**src/pkg/ext_mem_pkg.sv**
```systemverilog
// Purpose: shared constants and types of the external memory interface
// Assumes: 125 MHz core clock, 24-bit external address, 32-bit data bus
// Notes:   width codes are shared by physical width and data size fields
`default_nettype none

package ext_mem_pkg;

   // width / size field encodings (code 2'd3 is treated as 32 bits)
   localparam logic [1:0]  WIDTH_8           = 2'd0;
   localparam logic [1:0]  WIDTH_16          = 2'd1;
   localparam logic [1:0]  WIDTH_32          = 2'd2;

   // bus geometry
   localparam int          ADDR_W            = 24;
   localparam int          DATA_W            = 32;
   localparam int          LANES             = 4;

   // address decode: peripheral window first, then set one, rest is set zero
   localparam logic [23:0] PERIPH_BASE       = 24'h800000;
   localparam logic [23:0] PERIPH_LIMIT      = 24'h8fffff;
   localparam logic [23:0] SET1_BASE         = 24'h900000;
   localparam logic [23:0] SET1_LIMIT        = 24'hffffff;

   // strobe timing
   localparam int          CLK_PERIOD_NS     = 8;
   localparam int          MEM_STROBE_NS     = 24;
   localparam int          IO_STROBE_NS      = 48;
   localparam logic [2:0]  MEM_STROBE_CYCLES =
      3'((MEM_STROBE_NS + CLK_PERIOD_NS - 1) / CLK_PERIOD_NS);
   localparam logic [2:0]  IO_STROBE_CYCLES  =
      3'((IO_STROBE_NS + CLK_PERIOD_NS - 1) / CLK_PERIOD_NS);

   // reset / idle values
   localparam logic [3:0]  IDLE_PINS         = 4'hf;
   localparam logic [23:0] ADDR_RESET        = 24'h000000;
   localparam logic [31:0] DATA_RESET        = 32'h00000000;

   typedef enum logic [1:0] {TGT_SET0, TGT_SET1, TGT_PERIPH} target_t;
   typedef enum logic [1:0] {ST_IDLE, ST_SETUP, ST_STROBE} bus_state_t;

endpackage : ext_mem_pkg

`default_nettype wire

```
**src/pkg/lane_if.sv**
```systemverilog
// Purpose: carrier between the access sequencer and one strobe-set pin decoder
// Assumes: pins are active low enables or plain address bits
// Notes:   ctrl side drives the access, lane side returns next pin values
`default_nettype none

interface lane_if;
   import ext_mem_pkg::*;
   logic [1:0] width;
   logic [3:0] mask;
   logic [1:0] q_low;
   logic       active;
   logic [3:0] pins_n;

   modport ctrl (output width, output mask, output q_low, output active, input pins_n);
   modport lane (input width, input mask, input q_low, input active, output pins_n);
endinterface : lane_if

`default_nettype wire

```
**src/ext_mem_if.sv**
```systemverilog
// Purpose: external memory interface with two strobe sets and a peripheral strobe
// Assumes: set configuration inputs come from registers on the same clock
// Notes:   one bus access in flight; strobes drop for a setup cycle between beats
`default_nettype none

// Overview of operation
// - 24-bit address bus, 32-bit data bus, two strobe sets, one peripheral strobe.
// - one program and two data areas, each configured independently.
// - program width pin high selects 16-bit, low selects 32-bit program memory.
// - 16-bit program memory fetches two halves from consecutive addresses.
// - each strobe set has four pins and owns a fixed address range.
// - each set has physical width and data size, 8, 16 or 32, independent.
// - smaller data size splits a physical word into consecutive addressed units.
// - 8-bit width: lanes 2,3 give low address, lane 0 selects, lane 1 idle.
// - 16-bit width: lane 3 gives low address, lanes 0,1 enable, lane 2 idle.
// - 32-bit width: all four pins are byte enables, one per lane.
// - peripheral strobe is one pin, own range, 32-bit data on 32-bit memory only.
// - peripheral cycles use longer strobe timing than memory sets.
// - 16-bit memory moves 32-bit data and program words as two halves.
// - configuration from pin and set inputs, changes apply without reset.
// - bus clock phases have a period of two core clocks.
module ext_mem_if
   import ext_mem_pkg::*;
(
   input  wire logic              clk,
   input  wire logic              resetn,
   input  wire logic              ce,
   input  wire logic              program_width_select,
   input  wire logic [1:0]        set0_phys_width,
   input  wire logic [1:0]        set0_data_size,
   input  wire logic [1:0]        set1_phys_width,
   input  wire logic [1:0]        set1_data_size,
   input  wire logic              req_valid,
   input  wire logic              req_write,
   input  wire logic              req_fetch,
   input  wire logic [ADDR_W-1:0] req_addr,
   input  wire logic [DATA_W-1:0] req_wdata,
   output logic                   req_ready,
   output logic                   rsp_valid,
   output logic [DATA_W-1:0]      rsp_rdata,
   output logic [ADDR_W-1:0]      ext_addr,
   input  wire logic [DATA_W-1:0] ext_data_in,
   output logic [DATA_W-1:0]      ext_data_out,
   output logic                   ext_data_oe,
   output logic                   ext_read_not_write,
   output logic [LANES-1:0]       memory_strobe_set_zero_n,
   output logic [LANES-1:0]       memory_strobe_set_one_n,
   output logic                   peripheral_strobe_n,
   output logic                   bus_clock_phase_one,
   output logic                   bus_clock_phase_three
);

   typedef struct packed {
      bus_state_t        st;
      logic              h1;
      logic              h3;
      logic              program_width_select_s1;
      logic              program_width_select_s2;
      logic [31:0]       din_s1;
      logic [31:0]       din_s2;
      logic              write;
      target_t           target;
      logic [1:0]        pw;
      logic [1:0]        ds;
      logic [23:0]       addr;
      logic [31:0]       wdata;
      logic [1:0]        beat;
      logic [2:0]        cnt;
      logic [31:0]       acc;
      logic              ready;
      logic              rsp_valid;
      logic [31:0]       rdata;
      logic [23:0]       ext_addr;
      logic [31:0]       dout;
      logic              doe;
      logic              rnw;
      logic [3:0]        pins0;
      logic [3:0]        pins1;
      logic              io_n;
   } state_t;

   state_t r_reg;
   state_t r_next;

   lane_if lanes0 ();
   lane_if lanes1 ();

   logic [1:0]  d_shift;
   logic [25:0] d_q;
   logic [1:0]  d_unit;
   logic [1:0]  d_off;
   logic [2:0]  d_nbytes;
   logic [2:0]  d_beats;
   logic [7:0]  d_mask8;
   logic [3:0]  d_mask;
   logic [4:0]  d_lane_shift;
   logic [23:0] d_ext_addr;
   logic [31:0] d_wdata;
   logic [31:0] d_rd;
   logic        d_last;
   target_t     a_target;
   logic [1:0]  a_pw;
   logic [1:0]  a_ds;

   // bit mask covering a width code
   function automatic logic [31:0] width_mask(input logic [1:0] code);
      logic [31:0] m;
      m = 32'hffffffff;
      if (code == WIDTH_8)
         m = 32'h000000ff;
      else if (code == WIDTH_16)
         m = 32'h0000ffff;
      return m;
   endfunction

   // clamp the spare code onto 32 bits so shifts stay in range
   function automatic logic [1:0] clamp_width(input logic [1:0] code);
      return (code == 2'd3) ? WIDTH_32 : code;
   endfunction

   // address decode and per-area configuration of a new request
   always_comb
   begin
      if (req_addr >= PERIPH_BASE && req_addr <= PERIPH_LIMIT)
         a_target = TGT_PERIPH;
      else if (req_addr >= SET1_BASE && req_addr <= SET1_LIMIT)
         a_target = TGT_SET1;
      else
         a_target = TGT_SET0;
      unique case (a_target)
         TGT_SET1:
         begin
            a_pw = clamp_width(set1_phys_width);
            a_ds = clamp_width(set1_data_size);
         end
         TGT_PERIPH:
         begin
            a_pw = WIDTH_32;
            a_ds = WIDTH_32;
         end
         default:
         begin
            a_pw = clamp_width(set0_phys_width);
            a_ds = clamp_width(set0_data_size);
         end
      endcase
      // program fetch width follows the pin outside the peripheral window, word is always 32 bits
      if (req_fetch && a_target != TGT_PERIPH)
      begin
         a_pw = r_reg.program_width_select_s2 ? WIDTH_16 : WIDTH_32;
         a_ds = WIDTH_32;
      end
   end

   // beat descriptor: physical unit address, lane offset and byte mask
   always_comb
   begin
      if (r_reg.ds < r_reg.pw)
      begin
         d_shift  = r_reg.pw - r_reg.ds;
         d_q      = {2'b00, r_reg.addr} >> d_shift;
         d_unit   = r_reg.addr[1:0] & ((2'b01 << d_shift) - 2'b01);
         d_off    = d_unit << r_reg.ds;
         d_nbytes = 3'b001 << r_reg.ds;
         d_beats  = 3'b001;
      end
      else
      begin
         d_shift  = r_reg.ds - r_reg.pw;
         d_q      = ({2'b00, r_reg.addr} << d_shift) + 26'(r_reg.beat);
         d_unit   = 2'b00;
         d_off    = 2'b00;
         d_nbytes = 3'b001 << r_reg.pw;
         d_beats  = 3'b001 << d_shift;
      end
      d_mask8      = ((8'h01 << d_nbytes) - 8'h01) << d_off;
      d_mask       = d_mask8[3:0];
      d_lane_shift = 5'({r_reg.beat, 3'b000} << r_reg.pw);
      d_ext_addr   = 24'(d_q >> (2'd2 - r_reg.pw));
      d_last       = (3'(r_reg.beat) == d_beats - 3'b001);
      // low half goes first, higher halves follow at higher addresses
      if (r_reg.ds < r_reg.pw)
         d_wdata = r_reg.wdata << {d_off, 3'b000};
      else
         d_wdata = r_reg.wdata >> d_lane_shift;
      if (r_reg.ds < r_reg.pw)
         d_rd = (r_reg.din_s2 >> {d_off, 3'b000}) & width_mask(r_reg.ds);
      else
         d_rd = r_reg.acc | ((r_reg.din_s2 & width_mask(r_reg.pw)) << d_lane_shift);
   end

   // feed both pin decoders; only the addressed one is active
   assign lanes0.width  = r_reg.pw;
   assign lanes0.mask   = d_mask;
   assign lanes0.q_low  = d_q[1:0];
   assign lanes0.active = (r_reg.target == TGT_SET0);
   assign lanes1.width  = r_reg.pw;
   assign lanes1.mask   = d_mask;
   assign lanes1.q_low  = d_q[1:0];
   assign lanes1.active = (r_reg.target == TGT_SET1);

   lane_decode u_lane0
   (
      .pins (lanes0)
   );

   lane_decode u_lane1
   (
      .pins (lanes1)
   );

   // sequencer: idle, setup of one beat, strobe hold, then next beat or answer
   always_comb
   begin
      r_next           = r_reg;
      r_next.h1        = ~r_reg.h1;
      r_next.h3        = r_reg.h1;
      r_next.program_width_select_s1   = program_width_select;
      r_next.program_width_select_s2   = r_reg.program_width_select_s1;
      r_next.din_s1    = ext_data_in;
      r_next.din_s2    = r_reg.din_s1;
      r_next.rsp_valid = 1'b0;
      unique case (r_reg.st)
         ST_IDLE:
         begin
            r_next.ready = 1'b1;
            if (r_reg.ready && req_valid)
            begin
               r_next.st     = ST_SETUP;
               r_next.ready  = 1'b0;
               r_next.write  = req_write && !req_fetch;
               r_next.target = a_target;
               r_next.pw     = a_pw;
               r_next.ds     = a_ds;
               r_next.addr   = req_addr;
               r_next.wdata  = req_wdata;
               r_next.beat   = 2'b00;
               r_next.acc    = DATA_RESET;
            end
         end
         ST_SETUP:
         begin
            // address, data and pins settle together at strobe start
            r_next.st       = ST_STROBE;
            r_next.ext_addr = d_ext_addr;
            r_next.dout     = d_wdata;
            r_next.doe      = r_reg.write;
            r_next.rnw      = !r_reg.write;
            r_next.pins0    = lanes0.pins_n;
            r_next.pins1    = lanes1.pins_n;
            r_next.io_n     = (r_reg.target != TGT_PERIPH);
            if (r_reg.target == TGT_PERIPH)
               r_next.cnt = IO_STROBE_CYCLES - 3'd1;
            else
               r_next.cnt = MEM_STROBE_CYCLES - 3'd1;
         end
         ST_STROBE:
         begin
            if (r_reg.cnt != 3'd0)
               r_next.cnt = r_reg.cnt - 3'd1;
            else
            begin
               // end of beat: release the bus so no strobe stays low between beats
               r_next.pins0 = IDLE_PINS;
               r_next.pins1 = IDLE_PINS;
               r_next.io_n  = 1'b1;
               r_next.doe   = 1'b0;
               r_next.rnw   = 1'b1;
               r_next.acc   = d_rd;
               if (d_last)
               begin
                  r_next.st        = ST_IDLE;
                  r_next.rsp_valid = 1'b1;
                  r_next.rdata     = r_reg.write ? DATA_RESET : d_rd;
               end
               else
               begin
                  r_next.st   = ST_SETUP;
                  r_next.beat = r_reg.beat + 2'b01;
               end
            end
         end
      endcase
   end

   // single register stage; clock enable freezes everything
   always_ff @(posedge clk)
   begin
      if (!resetn)
      begin
         r_reg          <= '0;
         r_reg.st       <= ST_IDLE;
         r_reg.target   <= TGT_SET0;
         r_reg.h3       <= 1'b1;
         r_reg.ext_addr <= ADDR_RESET;
         r_reg.rnw      <= 1'b1;
         r_reg.pins0    <= IDLE_PINS;
         r_reg.pins1    <= IDLE_PINS;
         r_reg.io_n     <= 1'b1;
      end
      else if (ce)
         r_reg <= r_next;
   end

   // every output comes straight from the state register
   assign req_ready                = r_reg.ready;
   assign rsp_valid                = r_reg.rsp_valid;
   assign rsp_rdata                = r_reg.rdata;
   assign ext_addr                 = r_reg.ext_addr;
   assign ext_data_out             = r_reg.dout;
   assign ext_data_oe              = r_reg.doe;
   assign ext_read_not_write       = r_reg.rnw;
   assign memory_strobe_set_zero_n = r_reg.pins0;
   assign memory_strobe_set_one_n  = r_reg.pins1;
   assign peripheral_strobe_n      = r_reg.io_n;
   assign bus_clock_phase_one      = r_reg.h1;
   assign bus_clock_phase_three    = r_reg.h3;

endmodule // ext_mem_if

`default_nettype wire

```
**src/lane_decode.sv**
```systemverilog
// Purpose: maps physical width, byte mask and low address onto four set pins
// Assumes: enables are active low, address pins carry true level
// Notes:   purely combinational; the caller registers the result
`default_nettype none

module lane_decode
   import ext_mem_pkg::*;
(
   lane_if.lane pins
);

   // pin roles follow the physical width of the set
   always_comb
   begin
      pins.pins_n = IDLE_PINS;
      if (pins.active)
      begin
         unique case (pins.width)
            WIDTH_8:
            begin
               pins.pins_n[0] = ~pins.mask[0];
               pins.pins_n[1] = 1'b1;
               pins.pins_n[2] = pins.q_low[1];
               pins.pins_n[3] = pins.q_low[0];
            end
            WIDTH_16:
            begin
               pins.pins_n[1:0] = ~pins.mask[1:0];
               pins.pins_n[2]   = 1'b1;
               pins.pins_n[3]   = pins.q_low[0];
            end
            default:
               pins.pins_n = ~pins.mask;
         endcase
      end
   end

endmodule // lane_decode

`default_nettype wire

```
**config.mk**
```make
export PLATFORM = sky130hd
export DESIGN_NAME = ext_mem_if
export DESIGN_NICKNAME = d
export VERILOG_FILES = /design/src/pkg/ext_mem_pkg.sv /design/src/pkg/lane_if.sv /design/src/ext_mem_if.sv /design/src/lane_decode.sv
export SDC_FILE = /design/constraint.sdc
export NUM_CORES = 1
export LEC_CHECK = 0
export BUFFER_PORTS_ARGS = -buffer_cell sky130_fd_sc_hd__buf_4
export CAP_MARGIN = 20
export CORE_ASPECT_RATIO = 1.25
export CORE_UTILIZATION = 35
export DETAILED_ROUTE_END_ITERATION = 7
export PLACE_DENSITY = 0.52
export RECOVER_POWER = 25
export SLEW_MARGIN = 20
export SYNTH_ARGS = -nofsm -noshare
export SYNTH_HDL_FRONTEND = slang
export SYNTH_HIERARCHICAL = 1
export SYNTH_SLANG_ARGS = --single-unit
```
**constraint.sdc**
```tcl
create_clock -name clk -period 10.7 [get_ports clk]
set_input_delay 2.14 -clock clk [delete_from_list [all_inputs] [get_ports clk]]
set_output_delay 2.14 -clock clk [all_outputs]
set_load 0.1 [all_outputs]
```
==> metrics.txt <==
Combinational Power Share=between 10 and 15%; Hold WC Path Type=flop to flop; Core Rows=87; FF+latch count, synth=about 270; failing checks=max-capacitance violations, max-slew violations; antenna diode count=0; Flop pwr share=around 43%; Final #Nets=~2,100; Hold Path Cell Cnt=2; setup_tns=0 ns; RSZ-0062 raised after global routing=no; EDFF count, synth=0; Detail Route Antenna Nets=0; cts-stage hold buffer count=0; Most used DFF post-synth=dfxtp_1; Yosys top cell area share=33.79%; via count=14,880; drt drc=0; cell accounting for the most synthesized area=dfxtp_1; required time worst endpoint=approximately 11 ns; global-route wire length before repair=about 86,000 µm; Max VDD drop=around 110 µV; worst relative slew slack=-221.5%; cell internal pwr=around 1.8 mW; final count of negative-setup-slack endpoints=0; Die Y=between 200 and 250 µm; Synth cell types=81; GRT overflow=0; Avg Vias per Cell=between 5 and 6; max FFs per register=133; Async SR Flop Fraction=0%; path depth of the worst reg2reg path=14; CTS tree=done; mapped cell area=around 0.016 mm²; H-tree Lvls=1; Synth area leaders=dfxtp_1 (34%), mux2i_1 (11%), nand2_1 (5.9%); Layout Skew=~0.012 ns; CTS sink cnt=around 270; Power Density=between 100 and 150 mW/mm²; 1st-pass router iterations=6; placed cell areas=~0.017 mm²; post-CTS setup buffers=0; Root Buffer=clkbuf_16; Starting Density=35.54%; CTS Buf Count=31; CTS max path bufs=3; period utilisation layout=between 60% and 70%; Mapped Cells=roughly 2,000; Initial DRC Count=~1,200; crit start category=primary input; post-synthesis sequential area ratio=33.79%; drt wl/cell=between 20 and 25 µm; worst skew pair latency=0.57 ns; Fin. Hold Viols=0; drt total wl=around 57,000 µm; GRT Util Overall=23.55%; fin crit period=about 7.5 ns; Setup CP Type=primary input to flop; P_sw=0.7001 mW; initial antenna violation count=0; Ys Warns=6; core area=roughly 0.045 mm²; most frequent cell after synthesis=dfxtp_1; arrival time at the worst endpoint=7.94 ns; max frequency=about 0.13 GHz; MaxCap Viol Count=2; Commonest cells post-synth=dfxtp_1 (271), nand2_1 (254), nor2_1 (230), a21oi_1 (174), mux2i_1 (172); CP max FO=about 130; post_cts resized=0; final instance area=~0.018 mm²; Area Overhead vs Synth=11.14%; pin count of the biggest net entering global routing=127; share of post-route cells with drive strength above 1=13.65%; CTS clk-pin slew, worst paths=about 0.06 ns; dpl hpwl=40,370 µm; die area=0.04674 mm²; sw frac=roughly 28%; Leak=6.775 nW; # IOs=about 210; IO buf count=205; width of the chip=~190 µm; worst path cell trace=clkbuf_1 > clkinvlp_2 > buf_4 > nor3_1; syn nets=~2,100; outcome=finished with violations; Syn Area/Cell=~8 µm²; vias in the first global route=14,010; CP max-delay cell=clkinvlp_2; Worst-Margin Slew=about 4.8 ns; Crit path largest cell delay=3.53 ns; routability cong.=0.9377; Clock power frac=43.0%; critical path capture point type=flop; max-slew violations=~180; worst hold slack=approximately 0.46 ns
-- final cells by class --
class,instances,area (µm²)
fill,4680,27330
multi-input combinational,1442,9194
sequential,271,5425
timing repair buffer,228,1408
clock buffer,41,873.3
tap,578,723.2
clock inverter,13,147.6
inverter,19,72.57
-- routing by layer --
layer | GRT usage, % | up-vias | wire length [µm]
met3 | 2.311 | 91 | 2771
met4 | 8.533 | 0 | 1910
met2 | 43.90 | 461 | 29700
met5 | 0 | - | 0
met1 | 27.99 | 7244 | 22770
li1 | - | 7084 | -
-- cells by family after synthesis --
family                   Yosys count  share of synthesized area, %
AO/OA/AOI/OAI                    542                         22.27
XOR/XNOR                          15                        0.8183
adder cells (fa/ha/maj)           15                         1.263
buffers and inverters            285                         9.289
flip-flops                       271                         33.79
multiplexers                     210                         14.25
AND/OR/NAND/NOR                  660                         18.31
-- cells in the final DEF (no fill, tap or decap), drive strengths merged, types with 10 or more instances in the layout --
cell,n
and2,12
o221ai,25
o22ai,13
nor3b,14
inv,19
nand2,254
a2111oi,10
o211ai,15
nand4,12
o31ai,17
o21ai,93
dfxtp,271
a211oi,20
buf,147
mux2,26
a221oi,15
clkbuf,122
nor3,45
ha,13
nor2,230
a22oi,70
a2bb2oi,18
nand3,38
mux2i,172
a31oi,14
a21oi,174
o211a,11
xnor2,13
mux4,12
-- stage by stage --
stage / power [mW] / std cells / util (%) / setup WS [ns]
final: 2.490 / 2592 / 39.50 / 3.238
after global routing: 2.587 / 2592 / 39.50 / 2.585
after CTS: 2.522 / 2592 / 40.18 / 5.231
after detailed placement: 1.445 / 2538 / 37.92 / 5.253
after global placement: 1.442 / 2538 / 37.90 / 5.282
after floorplan: 1.337 / 1998 / - / 5.677
-- critical path: cells and delay by family --
family                 cells  cell delay (ns)
and+or+nand+nor            1             0.30
buffers and inverters      3             5.42
-- worst paths after layout --
| check | from | to | slack (ns) |
|---|---|---|---|
| max | resetn | req_ready$_SDFFE_PN0P_ | 3.24 |
| min | r_reg[134]$_SDFFE_PN0P_ | r_reg[134]$_SDFFE_PN0P_ | 0.46 |
| max reg2reg | r_reg[195]$_SDFFE_PN0P_ | ext_addr[15]$_SDFFE_PN0P_ | 5.17 |
| min reg2reg | r_reg[134]$_SDFFE_PN0P_ | r_reg[134]$_SDFFE_PN0P_ | 0.46 |
-- power by group through the flow --
stage               Clock, mW  Sequential [mW]  Combinational, mW
global route             1.14             1.08              0.371
global placement            0             1.09              0.348
finish                   1.07             1.07              0.346
floorplan                   0             1.08              0.253
CTS                      1.10             1.07              0.351
detailed placement          0             1.10              0.350
(Power assumes the default switching activity.)
